===== src/core/timer_match_pkg.sv =====
// shared offsets, field widths, reset values and encodings of the match/prescale block
package timer_match_pkg;
  localparam int ADDR_W = 8;
  localparam int DATA_W = 32;
  localparam int LOW_W = 16;
  localparam int PRE_W = 8;
  localparam int IRQ_W = 4;

  localparam logic [ADDR_W-1:0] OFS_A_MATCH = 8'h30;
  localparam logic [ADDR_W-1:0] OFS_B_MATCH = 8'h34;
  localparam logic [ADDR_W-1:0] OFS_A_PRESCALE = 8'h38;
  localparam logic [ADDR_W-1:0] OFS_B_PRESCALE = 8'h3c;
  localparam logic [ADDR_W-1:0] OFS_A_PRESCALE_MATCH = 8'h40;
  localparam logic [ADDR_W-1:0] OFS_B_PRESCALE_MATCH = 8'h44;
  localparam logic [ADDR_W-1:0] OFS_A_VALUE = 8'h48;
  localparam logic [ADDR_W-1:0] OFS_B_VALUE = 8'h4c;
  localparam logic [ADDR_W-1:0] OFS_IRQ_STATUS = 8'h50;
  localparam logic [ADDR_W-1:0] OFS_IRQ_MASK = 8'h54;
  localparam logic [ADDR_W-1:0] OFS_MODE_CFG = 8'h58;

  localparam logic [DATA_W-1:0] RST_A_MATCH = 32'hffff_ffff;
  localparam logic [LOW_W-1:0] RST_B_MATCH_LOW = 16'hffff;
  localparam logic [PRE_W-1:0] RST_PRESCALE = 8'h00;
  localparam logic [PRE_W-1:0] RST_PRESCALE_MATCH = 8'h00;

  // mode configuration fields
  localparam int CFG_RTC_BIT = 0;
  localparam int CFG_A_MODE_LSB = 1;
  localparam int CFG_B_MODE_LSB = 3;
  localparam int MODE_W = 2;

  // interrupt status / mask bit positions
  localparam int IRQ_A_MATCH = 0;
  localparam int IRQ_B_MATCH = 1;
  localparam int IRQ_A_EDGE_DONE = 2;
  localparam int IRQ_B_EDGE_DONE = 3;

  localparam logic [1:0] RESP_OKAY = 2'h0;
  localparam logic [1:0] RESP_SLVERR = 2'h2;

  typedef enum logic [MODE_W-1:0] {
    MODE_TIMER = 2'h0,
    MODE_EDGE = 2'h1,
    MODE_PWM = 2'h2
  } timer_mode_t;

  typedef enum logic [1:0] {
    WR_COLLECT = 2'b01,
    WR_RESP = 2'b10
  } wr_state_t;

  typedef enum logic [1:0] {
    RD_IDLE = 2'b01,
    RD_DATA = 2'b10
  } rd_state_t;
endpackage


===== src/core/match_unit.sv =====
// one timer's match compare, pwm level, edge counter and value capture
`timescale 1ns/1ps
module match_unit #(
  parameter int CW = 32,
  parameter int LW = 16
) (
  input wire logic aclk,               // system clock
  input wire logic aresetn,            // sync reset, low active
  input wire logic ce,                 // clock enable
  input wire logic enable,             // match value in use
  input wire logic edge_mode,          // edge count mode
  input wire logic pwm_mode,           // pwm mode
  input wire logic [CW-1:0] match_value, // full compare value
  input wire logic [CW-1:0] count_value, // extended count
  input wire logic [LW-1:0] interval_load, // interval load value
  input wire logic [LW-1:0] match_low,  // low match field
  input wire logic [LW-1:0] live_count, // running 16-bit count
  input wire logic edge_in,             // edge event pulse
  output logic match_pulse,             // one-cycle match event
  output logic pwm_level,               // pwm output level
  output logic edge_done,               // one-cycle edge target reached
  output logic [LW-1:0] value           // timer value view
);
  logic hit;
  logic hit_d_ff, nxt_hit_d;
  logic match_pulse_ff, nxt_match_pulse;
  logic pwm_ff, nxt_pwm;
  logic done_ff, nxt_done;
  logic [LW-1:0] edges_ff, nxt_edges;
  logic [LW-1:0] value_ff, nxt_value;
  logic [LW-1:0] target;
  logic [LW-1:0] edges_inc;

  assign hit = enable && (match_value == count_value);
  assign target = interval_load - match_low;
  assign edges_inc = edges_ff + 1'b1;

  always_comb begin
    nxt_hit_d = hit;
    nxt_match_pulse = hit && !hit_d_ff;
    // output high until the count falls to the match value
    nxt_pwm = enable && pwm_mode && (count_value > match_value);
    nxt_done = 1'b0;
    nxt_edges = edges_ff;
    if (!(enable && edge_mode)) begin
      nxt_edges = '0;
    end else if (edge_in) begin
      if (edges_inc >= target) begin
        nxt_done = 1'b1;
        nxt_edges = '0;
      end else begin
        nxt_edges = edges_inc;
      end
    end
    // edge mode shows the time of the last edge, else the live count
    nxt_value = live_count;
    if (edge_mode && !edge_in) begin
      nxt_value = value_ff;
    end
  end

  always_ff @(posedge aclk) begin
    if (!aresetn) begin
      hit_d_ff <= 1'b0;
      match_pulse_ff <= 1'b0;
      pwm_ff <= 1'b0;
      done_ff <= 1'b0;
      edges_ff <= '0;
      value_ff <= '1;
    end else if (ce) begin
      hit_d_ff <= nxt_hit_d;
      match_pulse_ff <= nxt_match_pulse;
      pwm_ff <= nxt_pwm;
      done_ff <= nxt_done;
      edges_ff <= nxt_edges;
      value_ff <= nxt_value;
    end
  end

  assign match_pulse = match_pulse_ff;
  assign pwm_level = pwm_ff;
  assign edge_done = done_ff;
  assign value = value_ff;
endmodule


===== src/core/timer_match_prescale_regs.sv =====
// match and prescale registers of a two-part timer, AXI4-Lite slave with interrupts
//
// Functional notes
// - match used only in rtc, pwm, edge modes
// - pwm duty from low match and interval load
// - edges counted equal interval load minus match
// - timer_b low match RW, resets all ones
// - timer_b match upper half reserved, read-only
// - separate writable prescaler for each timer
// - timer_a prescale match widens compare to 24
// - timer_b prescale match 8 bits, reset zero
// - rtc mode compares full 32-bit timer_a match
// - edge mode value holds last edge time
//
// Local design decision: the AXI4-Lite register port.
`timescale 1ns/1ps
module timer_match_prescale_regs (
  input wire logic aclk,                                  // system clock
  input wire logic aresetn,                               // sync reset, low active
  input wire logic ce,                                    // clock enable, freezes all
  input wire logic [timer_match_pkg::ADDR_W-1:0] awaddr,  // write address
  input wire logic [2:0] awprot,                          // write protection, unused
  input wire logic awvalid,                               // write address valid
  output logic awready,                                   // write address ready
  input wire logic [timer_match_pkg::DATA_W-1:0] wdata,   // write data
  input wire logic [3:0] wstrb,                           // write byte strobes
  input wire logic wvalid,                                // write data valid
  output logic wready,                                    // write data ready
  output logic [1:0] bresp,                               // write response
  output logic bvalid,                                    // write response valid
  input wire logic bready,                                // write response ready
  input wire logic [timer_match_pkg::ADDR_W-1:0] araddr,  // read address
  input wire logic [2:0] arprot,                          // read protection, unused
  input wire logic arvalid,                               // read address valid
  output logic arready,                                   // read address ready
  output logic [timer_match_pkg::DATA_W-1:0] rdata,       // read data
  output logic [1:0] rresp,                               // read response
  output logic rvalid,                                    // read data valid
  input wire logic rready,                                // read data ready
  input wire logic [timer_match_pkg::DATA_W-1:0] rtc_count, // 32-bit rtc count
  input wire logic [timer_match_pkg::LOW_W-1:0] a_count,  // timer_a 16-bit count
  input wire logic [timer_match_pkg::LOW_W-1:0] b_count,  // timer_b 16-bit count
  input wire logic [timer_match_pkg::PRE_W-1:0] a_prescale_count, // timer_a prescaler count
  input wire logic [timer_match_pkg::PRE_W-1:0] b_prescale_count, // timer_b prescaler count
  input wire logic [timer_match_pkg::LOW_W-1:0] a_interval_load, // timer_a interval load
  input wire logic [timer_match_pkg::LOW_W-1:0] b_interval_load, // timer_b interval load
  input wire logic a_edge,                                // timer_a edge event pulse
  input wire logic b_edge,                                // timer_b edge event pulse
  output logic [timer_match_pkg::PRE_W-1:0] a_prescale,   // timer_a prescaler to core
  output logic [timer_match_pkg::PRE_W-1:0] b_prescale,   // timer_b prescaler to core
  output logic rtc_mode,                                  // 32-bit rtc configuration
  output timer_match_pkg::timer_mode_t a_mode,            // timer_a mode
  output timer_match_pkg::timer_mode_t b_mode,            // timer_b mode
  output logic a_pwm,                                     // timer_a pwm output
  output logic b_pwm,                                     // timer_b pwm output
  output logic a_match,                                   // timer_a match pulse
  output logic b_match,                                   // timer_b match pulse
  output logic irq                                        // level interrupt
);
  import timer_match_pkg::*;

  localparam int LANES = DATA_W / 8;

  // register state
  logic [DATA_W-1:0] a_match_ff, nxt_a_match;
  logic [LOW_W-1:0] b_match_low_ff, nxt_b_match_low;
  logic [PRE_W-1:0] a_pre_ff, nxt_a_pre;
  logic [PRE_W-1:0] b_pre_ff, nxt_b_pre;
  logic [PRE_W-1:0] a_pm_ff, nxt_a_pm;
  logic [PRE_W-1:0] b_pm_ff, nxt_b_pm;
  logic rtc_ff, nxt_rtc;
  timer_mode_t a_mode_ff, nxt_a_mode;
  timer_mode_t b_mode_ff, nxt_b_mode;
  logic [IRQ_W-1:0] status_ff, nxt_status;
  logic [IRQ_W-1:0] mask_ff, nxt_mask;

  // bus state
  wr_state_t wr_state_ff, nxt_wr_state;
  rd_state_t rd_state_ff, nxt_rd_state;
  logic aw_ff, nxt_aw;
  logic w_ff, nxt_w;
  logic [ADDR_W-1:0] awaddr_ff, nxt_awaddr;
  logic [DATA_W-1:0] wdata_ff, nxt_wdata;
  logic [LANES-1:0] wstrb_ff, nxt_wstrb;
  logic [1:0] bresp_ff, nxt_bresp;
  logic [DATA_W-1:0] rdata_ff, nxt_rdata;
  logic [1:0] rresp_ff, nxt_rresp;

  logic aw_take, w_take, do_write;
  logic [ADDR_W-1:0] wr_addr;
  logic [DATA_W-1:0] wr_data, wr_mask;
  logic [LANES-1:0] wr_strb;
  logic [DATA_W-1:0] rd_word;
  logic rd_hit;

  logic a_en, b_en;
  logic [DATA_W-1:0] a_cmp_match, a_cmp_count, b_cmp_match, b_cmp_count;
  logic a_hit_pulse, b_hit_pulse, a_done, b_done;
  logic [LOW_W-1:0] a_value, b_value;
  logic [IRQ_W-1:0] events;

  // handshakes stay low while frozen so nothing is taken
  assign awready = ce && (wr_state_ff == WR_COLLECT) && !aw_ff;
  assign wready = ce && (wr_state_ff == WR_COLLECT) && !w_ff;
  assign arready = ce && (rd_state_ff == RD_IDLE);
  assign bvalid = (wr_state_ff == WR_RESP);
  assign rvalid = (rd_state_ff == RD_DATA);
  assign bresp = bresp_ff;
  assign rdata = rdata_ff;
  assign rresp = rresp_ff;

  assign aw_take = awvalid && awready;
  assign w_take = wvalid && wready;
  assign wr_addr = aw_ff ? awaddr_ff : awaddr;
  assign wr_data = w_ff ? wdata_ff : wdata;
  assign wr_strb = w_ff ? wstrb_ff : wstrb;
  // address and data may arrive in either order
  assign do_write = ce && (wr_state_ff == WR_COLLECT) && (aw_ff || aw_take) && (w_ff || w_take);

  always_comb begin
    for (int i = 0; i < LANES; i++) begin
      wr_mask[i*8 +: 8] = {8{wr_strb[i]}};
    end
  end

  // write channel
  always_comb begin
    nxt_wr_state = wr_state_ff;
    nxt_aw = aw_ff;
    nxt_w = w_ff;
    nxt_awaddr = awaddr_ff;
    nxt_wdata = wdata_ff;
    nxt_wstrb = wstrb_ff;
    nxt_bresp = bresp_ff;
    unique case (wr_state_ff)
      WR_COLLECT: begin
        if (aw_take) begin
          nxt_aw = 1'b1;
          nxt_awaddr = awaddr;
        end
        if (w_take) begin
          nxt_w = 1'b1;
          nxt_wdata = wdata;
          nxt_wstrb = wstrb;
        end
        if (do_write) begin
          nxt_aw = 1'b0;
          nxt_w = 1'b0;
          nxt_wr_state = WR_RESP;
          nxt_bresp = RESP_OKAY;
          unique case (wr_addr)
            OFS_A_MATCH, OFS_B_MATCH, OFS_A_PRESCALE, OFS_B_PRESCALE,
            OFS_A_PRESCALE_MATCH, OFS_B_PRESCALE_MATCH, OFS_A_VALUE, OFS_B_VALUE,
            OFS_IRQ_STATUS, OFS_IRQ_MASK, OFS_MODE_CFG: nxt_bresp = RESP_OKAY;
            default: nxt_bresp = RESP_SLVERR;
          endcase
        end
      end
      WR_RESP: begin
        if (bready) begin
          nxt_wr_state = WR_COLLECT;
        end
      end
    endcase
  end

  // register writes and sticky status
  always_comb begin
    nxt_a_match = a_match_ff;
    nxt_b_match_low = b_match_low_ff;
    nxt_a_pre = a_pre_ff;
    nxt_b_pre = b_pre_ff;
    nxt_a_pm = a_pm_ff;
    nxt_b_pm = b_pm_ff;
    nxt_rtc = rtc_ff;
    nxt_a_mode = a_mode_ff;
    nxt_b_mode = b_mode_ff;
    nxt_mask = mask_ff;
    nxt_status = status_ff;
    if (do_write) begin
      unique case (wr_addr)
        OFS_A_MATCH: nxt_a_match = (a_match_ff & ~wr_mask) | (wr_data & wr_mask);
        OFS_B_MATCH: begin
          // upper half is reserved: writes there are dropped
          nxt_b_match_low = (b_match_low_ff & ~wr_mask[LOW_W-1:0])
                          | (wr_data[LOW_W-1:0] & wr_mask[LOW_W-1:0]);
        end
        OFS_A_PRESCALE: if (wr_strb[0]) nxt_a_pre = wr_data[PRE_W-1:0];
        OFS_B_PRESCALE: if (wr_strb[0]) nxt_b_pre = wr_data[PRE_W-1:0];
        OFS_A_PRESCALE_MATCH: if (wr_strb[0]) nxt_a_pm = wr_data[PRE_W-1:0];
        OFS_B_PRESCALE_MATCH: if (wr_strb[0]) nxt_b_pm = wr_data[PRE_W-1:0];
        OFS_IRQ_MASK: if (wr_strb[0]) nxt_mask = wr_data[IRQ_W-1:0];
        OFS_IRQ_STATUS: if (wr_strb[0]) nxt_status = status_ff & ~wr_data[IRQ_W-1:0];
        OFS_MODE_CFG: begin
          if (wr_strb[0]) begin
            nxt_rtc = wr_data[CFG_RTC_BIT];
            nxt_a_mode = timer_mode_t'(wr_data[CFG_A_MODE_LSB +: MODE_W]);
            nxt_b_mode = timer_mode_t'(wr_data[CFG_B_MODE_LSB +: MODE_W]);
          end
        end
        default: ;
      endcase
    end
    // a new event wins over a clear in the same cycle
    nxt_status = nxt_status | events;
  end

  // read channel
  always_comb begin
    rd_word = '0;
    rd_hit = 1'b1;
    unique case (araddr)
      OFS_A_MATCH: begin
        rd_word[LOW_W-1:0] = a_match_ff[LOW_W-1:0];
        if (rtc_ff) rd_word = a_match_ff;
      end
      OFS_B_MATCH: rd_word[LOW_W-1:0] = b_match_low_ff;
      OFS_A_PRESCALE: rd_word[PRE_W-1:0] = a_pre_ff;
      OFS_B_PRESCALE: rd_word[PRE_W-1:0] = b_pre_ff;
      OFS_A_PRESCALE_MATCH: rd_word[PRE_W-1:0] = a_pm_ff;
      OFS_B_PRESCALE_MATCH: rd_word[PRE_W-1:0] = b_pm_ff;
      OFS_A_VALUE: rd_word[LOW_W-1:0] = a_value;
      OFS_B_VALUE: rd_word[LOW_W-1:0] = b_value;
      OFS_IRQ_STATUS: rd_word[IRQ_W-1:0] = status_ff;
      OFS_IRQ_MASK: rd_word[IRQ_W-1:0] = mask_ff;
      OFS_MODE_CFG: begin
        rd_word[CFG_RTC_BIT] = rtc_ff;
        rd_word[CFG_A_MODE_LSB +: MODE_W] = a_mode_ff;
        rd_word[CFG_B_MODE_LSB +: MODE_W] = b_mode_ff;
      end
      default: rd_hit = 1'b0;
    endcase
  end

  always_comb begin
    nxt_rd_state = rd_state_ff;
    nxt_rdata = rdata_ff;
    nxt_rresp = rresp_ff;
    unique case (rd_state_ff)
      RD_IDLE: begin
        if (arvalid && arready) begin
          nxt_rd_state = RD_DATA;
          nxt_rdata = rd_word;
          nxt_rresp = rd_hit ? RESP_OKAY : RESP_SLVERR;
        end
      end
      RD_DATA: begin
        if (rready) begin
          nxt_rd_state = RD_IDLE;
        end
      end
    endcase
  end

  always_ff @(posedge aclk) begin
    if (!aresetn) begin
      wr_state_ff <= WR_COLLECT;
      rd_state_ff <= RD_IDLE;
      aw_ff <= 1'b0;
      w_ff <= 1'b0;
      awaddr_ff <= '0;
      wdata_ff <= '0;
      wstrb_ff <= '0;
      bresp_ff <= RESP_OKAY;
      rdata_ff <= '0;
      rresp_ff <= RESP_OKAY;
      a_match_ff <= RST_A_MATCH;
      b_match_low_ff <= RST_B_MATCH_LOW;
      a_pre_ff <= RST_PRESCALE;
      b_pre_ff <= RST_PRESCALE;
      a_pm_ff <= RST_PRESCALE_MATCH;
      b_pm_ff <= RST_PRESCALE_MATCH;
      rtc_ff <= 1'b0;
      a_mode_ff <= MODE_TIMER;
      b_mode_ff <= MODE_TIMER;
      status_ff <= '0;
      mask_ff <= '0;
    end else if (ce) begin
      wr_state_ff <= nxt_wr_state;
      rd_state_ff <= nxt_rd_state;
      aw_ff <= nxt_aw;
      w_ff <= nxt_w;
      awaddr_ff <= nxt_awaddr;
      wdata_ff <= nxt_wdata;
      wstrb_ff <= nxt_wstrb;
      bresp_ff <= nxt_bresp;
      rdata_ff <= nxt_rdata;
      rresp_ff <= nxt_rresp;
      a_match_ff <= nxt_a_match;
      b_match_low_ff <= nxt_b_match_low;
      a_pre_ff <= nxt_a_pre;
      b_pre_ff <= nxt_b_pre;
      a_pm_ff <= nxt_a_pm;
      b_pm_ff <= nxt_b_pm;
      rtc_ff <= nxt_rtc;
      a_mode_ff <= nxt_a_mode;
      b_mode_ff <= nxt_b_mode;
      status_ff <= nxt_status;
      mask_ff <= nxt_mask;
    end
  end

  // compare values: rtc gives timer_a the full 32-bit pair; otherwise, and always for timer_b, prescale above low match
  assign a_en = rtc_ff || (a_mode_ff != MODE_TIMER);
  assign b_en = rtc_ff || (b_mode_ff != MODE_TIMER);
  always_comb begin
    a_cmp_match = '0;
    a_cmp_count = '0;
    b_cmp_match = '0;
    b_cmp_count = '0;
    if (rtc_ff) begin
      a_cmp_match = a_match_ff;
      a_cmp_count = rtc_count;
    end else begin
      a_cmp_match[LOW_W+PRE_W-1:0] = {a_pm_ff, a_match_ff[LOW_W-1:0]};
      a_cmp_count[LOW_W+PRE_W-1:0] = {a_prescale_count, a_count};
    end
    b_cmp_match[LOW_W+PRE_W-1:0] = {b_pm_ff, b_match_low_ff};
    b_cmp_count[LOW_W+PRE_W-1:0] = {b_prescale_count, b_count};
  end

  match_unit #(.CW(DATA_W), .LW(LOW_W)) u_a_match (
    .aclk(aclk),
    .aresetn(aresetn),
    .ce(ce),
    .enable(a_en),
    .edge_mode(!rtc_ff && (a_mode_ff == MODE_EDGE)),
    .pwm_mode(!rtc_ff && (a_mode_ff == MODE_PWM)),
    .match_value(a_cmp_match),
    .count_value(a_cmp_count),
    .interval_load(a_interval_load),
    .match_low(a_match_ff[LOW_W-1:0]),
    .live_count(a_count),
    .edge_in(a_edge),
    .match_pulse(a_hit_pulse),
    .pwm_level(a_pwm),
    .edge_done(a_done),
    .value(a_value)
  );

  match_unit #(.CW(DATA_W), .LW(LOW_W)) u_b_match (
    .aclk(aclk),
    .aresetn(aresetn),
    .ce(ce),
    .enable(b_en),
    .edge_mode(b_mode_ff == MODE_EDGE),
    .pwm_mode(b_mode_ff == MODE_PWM),
    .match_value(b_cmp_match),
    .count_value(b_cmp_count),
    .interval_load(b_interval_load),
    .match_low(b_match_low_ff),
    .live_count(b_count),
    .edge_in(b_edge),
    .match_pulse(b_hit_pulse),
    .pwm_level(b_pwm),
    .edge_done(b_done),
    .value(b_value)
  );

  always_comb begin
    events = '0;
    events[IRQ_A_MATCH] = a_hit_pulse;
    events[IRQ_B_MATCH] = b_hit_pulse;
    events[IRQ_A_EDGE_DONE] = a_done;
    events[IRQ_B_EDGE_DONE] = b_done;
  end

  assign a_match = a_hit_pulse;
  assign b_match = b_hit_pulse;
  assign a_prescale = a_pre_ff;
  assign b_prescale = b_pre_ff;
  assign rtc_mode = rtc_ff;
  assign a_mode = a_mode_ff;
  assign b_mode = b_mode_ff;
  assign irq = |(status_ff & mask_ff);
endmodule


===== config.mk =====
export PLATFORM = sky130hd
export DESIGN_NAME = timer_match_prescale_regs
export DESIGN_NICKNAME = d
export VERILOG_FILES = /design/src/core/timer_match_pkg.sv /design/src/core/match_unit.sv /design/src/core/timer_match_prescale_regs.sv
export SDC_FILE = /design/constraint.sdc
export NUM_CORES = 1
export LEC_CHECK = 0
export ABC_AREA = 1
export ABC_CLOCK_PERIOD_IN_PS = 3800
export CAP_MARGIN = 30
export CELL_PAD_IN_SITES_DETAIL_PLACEMENT = 1
export CELL_PAD_IN_SITES_GLOBAL_PLACEMENT = 1
export CORE_MARGIN = 3
export CORE_UTILIZATION = 33
export DETAILED_ROUTE_END_ITERATION = 8
export DONT_BUFFER_PORTS = 1
export GPL_ROUTABILITY_DRIVEN = 0
export PLACE_DENSITY = 0.59
export RECOVER_POWER = 50
export REMOVE_ABC_BUFFERS = 1
export SLEW_MARGIN = 20
export SYNTH_ARGS = -nofsm -noshare
export SYNTH_HDL_FRONTEND = slang
export SYNTH_SLANG_ARGS = --single-unit

===== constraint.sdc =====
create_clock -name aclk -period 3.8 [get_ports aclk]
set_input_delay 0.57 -clock aclk [delete_from_list [all_inputs] [get_ports aclk]]
set_output_delay 0.57 -clock aclk [all_outputs]
set_load 0.05 [all_outputs]

======== Yosys cells after proc, flatten, opt, wreduce, memory -nomap -nowiden ========
Index checks and enable logic that the tools add are counted.
storage, ports and cells
  bits in registers ....................... 251
  bits in latches ......................... 0
  bits in writable memories ............... 0
  ROM bits ................................ 0
  input bits .............................. 180
  output and inout port bits .............. 67
  word-level logic and storage cells ...... 195
  memories ................................ 0
operators by class
  add/subtract/negate cells ............... 4
  multipliers ............................. 0
  divide/modulo/power cells ............... 0
  magnitude comparators ................... 4
  equal/unequal tests ..................... 38
  shift-type cells ........................ 0
  multiplexer cells ....................... 41
  bitwise logic cells ..................... 14
  reduce and logical (&&, ||, !) cells .... 61
operator list
  kind                   count
  $eq 8x7->1 const B     14
  $mux 16                7
  $and 32x32->32         2
  $eq 8x6->1 const B     8
  $mux 32                2
  $mux 24                2
  $pmux 4 s11            1
  $add 16x1->16 const B  2
  $and 16x16->16         2
  $eq 32x32->1           1
  $ge 16x16->1           2
  $gt 32x32->1           1
  $not 32->32            1
  $or 32x32->32          1
  $pmux 8 s4             1
  $sub 16x16->16         2
  $reduce_and 3->1       10
  $eq 24x24->1           1
  $gt 24x24->1           1
  $mux 8                 3
  $pmux 3 s8             1
  $reduce_and 4->1       6
  $logic_and 1x1->1      23
  $reduce_or 11->1       2
  20 further kinds       66

======== Logic depth before layout (Yosys ltp) ========
  depth after elaboration ................. 9
  depth in mapped cells ................... 21
  depth with buffers taken out ............ 21

======== Modules after synthesis ========
Synthesis repeated with hierarchy kept, for this count alone.
unflattened totals
  cell total of the unflattened synthesis .. 2,574
  area, all modules ....................... 16,400.7 µm²
modules (own cells, without submodules)
  module                     times used  cells each  area an instance (µm²)  sequential area each (µm²)
  timer_match_prescale_regs  1           1,350       8,683.3                 3,543.4
  match_unit (u_b_match)     1           610         3,867.5                 720.7
  match_unit (u_a_match)     1           614         3,849.9                 720.7

======== Least setup slack after synthesis ========
Ideal clock, no wire load.
  path kind ............................... input-to-reg
  start point ............................. input port b_interval_load[2] (netlist bit)
  end point ............................... register u_b_match.edges_ff[12]
  setup time .............................. 0.070 ns
  arrival ................................. 3.146 ns
  data required time ...................... 3.730 ns
  path slack .............................. 0.584 ns
  cell stages on the path ................. 14
  buffers on the path ..................... 1
  cell sequence ........................... ha_1 a21oi_1 nand2_1 a21oi_1 o21ai_0 a21oi_1 xor2_1 ha_1 a21oi_1 o21ai_0 a21oi_1 clkbuf_1 nand4_1 a21oi_1
on the way
  longest elaborated chain between the ends .. 5
RTL lines
  element                 line                             text
  start: declaration      timer_match_prescale_regs.sv:46  input wire logic [timer_match_pkg::LOW_W-1:0] b_interval_load,
  $sub 16x16->16          match_unit.sv:35                 assign target = interval_load - match_low;
  $ge 16x16->1            match_unit.sv:48                 if (edges_inc >= target) begin
  $mux 16                 match_unit.sv:48
  $mux 16                 match_unit.sv:47                 end else if (edge_in) begin
  $mux 16                 match_unit.sv:45                 if (!(enable && edge_mode)) begin
  end signal: assignment  match_unit.sv:75                 edges_ff <= nxt_edges;
  end: declaration        match_unit.sv:29                 logic [LW-1:0] edges_ff, nxt_edges;
Every way passes these cells. The select of a mux whose other input is x is not followed.
A chain may end at the register's enable or synchronous reset.

==> impl_metrics.yaml <==
outcome:
  outcome: "finished clean"
sta:
  finalClockSkew_ns: 0.0219
  setup_repair_after_global_routing_missed_its_margin: "false"
  worst_hold_slack_ns: 0.124
  achievable-frequency_mhz: 290
  final-hold-violation-count: 0
  max_slew.worst_pin.slew_ns: 1.34
  final_min_period_over_clock_period: 0.909
  max-slew-margin-rel: 0.105
  setup_viol_count_final: 0
  report.final.slew_viol_count: 0
  timing.final.crit_period_ns: 3.45
clock_network:
  tritoncts: "yes"
  postCtsSetupRepairBufs: 0
  clockBufferDepth: 3
  clk_root_buffer_cell: "sky130_fd_sc_hd__clkbuf_16"
  cts_inserted_buffers: 34
  insertion_delay_ns: 0.55
  cts.clk_slew.worst_paths_ns: 0.06
  htree_levels: 2
  cts_resized: 0
  numClockSinks: 249
  holdBufCountCts: 0
global_route:
  overall_global_routing_resource_usage: 0.246
  largest_net_degree_at_the_start_of_global_routing: 162
  global_route.overflow_total: 0
  antenna_violations_before_repair: 4
  wire_length_of_the_first_global_routing_pass_um: 94700
  first_global_vias: 16000
pwr:
  worst_ir_drop_vdd_mv: 0.289
  finalPower_w: 0.00674
  power_density_nw_per_um2: 391
  cellLeakagePower_nw: 7.90
route:
  route.detailed.drc: 0
  ant_nets: 0
  drt_first_iter_violations: 702
  wl_per_cell_um: 20.9
  via_count: 15500
  detailedRoute.firstPassIterationCount: 5
  detail_route.wirelength_um: 61900
  route.detailed.vias_per_inst: 5.25
run:
  max_capacitance_violation_count: 0
floorplan:
  core_area_sq_um: 45700
  row_count: 78
  floorplan.die_area_sq_um: 49200
  die_width_um: 222
  start_util: 0.337
  boundaryPins: 247
  die_h_um: 222
layout:
  syn2layout_area_growth_pct: 12.0
  drive_gt1_frac: 0.0496
  nNetsFinal: 2636
worst_setup_path:
  cp_common_cell: "sky130_fd_sc_hd__nand3_1"
  ff2ff_path_depth: 17
  critical_path_class: "register to register"
  critical_path.cell_chain: "inv_1 -> ha_1 -> nand2_1 -> inv_1 -> a21oi_1 -> o21ai_0 -> nand3_1 -> nand3_1 -> nand2_1 -> ha_1 -> nand2_1 -> nor3_1 -> nand3_1 -> nand3_1 -> nor2_1 -> nor2_1 -> nor2_1"
  cp-end-kind: "register"
  cp_data_arrival_time_ns: 3.87
  critical_path_required_ns: 4.22
  cp_max_fo: 4
  reg2reg_to: "u_b_match.edges_ff[15]"
  worst_setup_path_start_kind: "register"
  crit_slowest_cell: "sky130_fd_sc_hd__o21ai_0"
  critical_path.max_stage_delay_ns: 0.49
  timing.reg2reg.setup_slack_ns: 0.35
synth:
  synth_enable_flop_cells: 0
  synthFlopType: "sky130_fd_sc_hd__dfxtp_1"
  ys_seq_elements: 249
  synthCells: 2346
  synth.area.top_cells: "sky130_fd_sc_hd__dfxtp_1, sky130_fd_sc_hd__nand2_1, sky130_fd_sc_hd__ha_1"
  synth_area_leader_cell: "sky130_fd_sc_hd__dfxtp_1"
  yosysSeqAreaShare: 0.324
  netlist-cell-type-count: 49
  synthesis.area_per_instance_sq_um: 6.55
  synth.yosys.warnings: 0
  synthDominantCellAreaShare: 0.324
  synth_async_sr_flop_share: 0
  mappedNetlistArea_sq_um: 15400
worst_hold_path:
  worst_min_delay_path_class: "input port to register"
  hold_path_depth: 1
  hold_end: "u_b_match.pwm_level"
  min-delay-start: "ce"
placement:
  portBuffers: 0
  dp_hpwl_um: 47600
## logic make-up (layout without fill, tap and decap cells)
group | after synthesis | in the layout | share of synthesized area
flip-flops | 249 | 249 | 0.324
AO/OA/AOI/OAI | 448 | 448 | 0.159
other | 1 | 5 | 0.000244
XOR/XNOR | 36 | 36 | 0.0205
buffers and inverters | 322 | 333 | 0.0822
multiplexers | 1 | 1 | 0.000651
adder cells (fa/ha/maj) | 122 | 122 | 0.100
AND/OR/NAND/NOR | 1167 | 1167 | 0.313
## cell type report
cell class | instances | area, sq um
fill | 5872 | 28500
multi-input combinational | 1776 | 9110
sequential | 249 | 4990
clock buffer | 53 | 1030
inverter | 227 | 853
tap | 600 | 751
timing repair buffer | 46 | 367
clock inverter | 7 | 109
antenna | 3 | 7.51
## worst max path at each step
stage / start / slack [ns] / to
final: register / 0.35 / u_b_match.edges_ff[15]
after global routing: register / 0.006 / u_b_match.edges_ff[13]
after CTS: register / 0.36 / u_b_match.edges_ff[15]
after detailed placement: a_interval_load[0] / 0.27 / u_a_match.edges_ff[13]
after global placement: a_interval_load[0] / 0.31 / u_a_match.edges_ff[15]
after floorplan: rtc_mode / -0.69 / u_a_match.match_pulse
## per-stage QoR
step,util,worst slack (ns),area [sq um],instances,TNS [ns]
3_5_place_dp,0.352,0.267,16100,2896,0
3_3_place_gp,0.352,0.307,16100,2896,0
4_1_cts,0.377,0.359,17200,2956,0
2_1_floorplan,-,-0.686,15000,2252,-10.85
5_1_grt,0.377,0.00639,17200,2958,0
6_report,0.377,0.348,17200,2961,0
## where the power goes
part / internal [W] / switching (W)
clock: 0.00201 / 0.00128
sequential: 0.00270 / 0.000104
combinational: 0.000182 / 0.000460
## per-layer routing
| metal | GRT usage | routed length, um | vias to the layer above |
|---|---|---|---|
| met5 | 0 | 10 | - |
| met4 | 0.0824 | 2060 | 2 |
| met3 | 0.0606 | 4040 | 96 |
| met2 | 0.416 | 28900 | 345 |
| met1 | 0.305 | 26900 | 7415 |
| li1 | - | - | 7677 |
## placed cells by master, fill, tap and decap left out, types with 3 or more instances in the layout
master	instances
sky130_fd_sc_hd__a21oi_1	237
sky130_fd_sc_hd__a21oi_2	3
sky130_fd_sc_hd__a31oi_1	3
sky130_fd_sc_hd__and2_1	6
sky130_fd_sc_hd__buf_12	3
sky130_fd_sc_hd__buf_4	32
sky130_fd_sc_hd__clkbuf_1	18
sky130_fd_sc_hd__clkbuf_16	35
sky130_fd_sc_hd__clkbuf_8	9
sky130_fd_sc_hd__clkinv_1	5
sky130_fd_sc_hd__dfxtp_1	247
sky130_fd_sc_hd__diode_2	3
sky130_fd_sc_hd__ha_1	120
sky130_fd_sc_hd__inv_1	216
sky130_fd_sc_hd__inv_2	5
sky130_fd_sc_hd__nand2_1	740
sky130_fd_sc_hd__nand3_1	162
sky130_fd_sc_hd__nand3b_1	4
sky130_fd_sc_hd__nand4_1	46
sky130_fd_sc_hd__nor2_1	181
sky130_fd_sc_hd__nor3_1	18
sky130_fd_sc_hd__o211ai_1	16
sky130_fd_sc_hd__o211ai_2	8
sky130_fd_sc_hd__o21a_1	6
sky130_fd_sc_hd__o21ai_0	146
sky130_fd_sc_hd__o21ai_1	5
sky130_fd_sc_hd__o221ai_1	3
sky130_fd_sc_hd__o22ai_1	8
sky130_fd_sc_hd__o31ai_1	4
sky130_fd_sc_hd__xnor2_1	14
sky130_fd_sc_hd__xor2_1	22
## worst max-delay path: cells and delay by family (launching register included)
kind	cells	cell delay [ns]
flops	1	0.42
compound gates	2	0.58
buf+inv	2	0.22
fa+ha+maj	2	0.69
simple gates	11	1.44
## cells in the mapped netlist (7+ instances only)
library cell	n
sky130_fd_sc_hd__o22ai_1	8
sky130_fd_sc_hd__o211ai_1	16
sky130_fd_sc_hd__nor2_1	180
sky130_fd_sc_hd__xnor2_1	14
sky130_fd_sc_hd__nand2_1	740
sky130_fd_sc_hd__xor2_1	22
sky130_fd_sc_hd__nand3_1	162
sky130_fd_sc_hd__buf_2	12
sky130_fd_sc_hd__dfxtp_1	249
sky130_fd_sc_hd__inv_1	215
sky130_fd_sc_hd__nand4_1	46
sky130_fd_sc_hd__nor3_1	17
sky130_fd_sc_hd__a21oi_1	237
sky130_fd_sc_hd__ha_1	120
sky130_fd_sc_hd__o21ai_0	143
sky130_fd_sc_hd__and2_1	7
sky130_fd_sc_hd__clkbuf_1	72
sky130_fd_sc_hd__o211ai_2	8
Power figures use the tool's default switching activity.
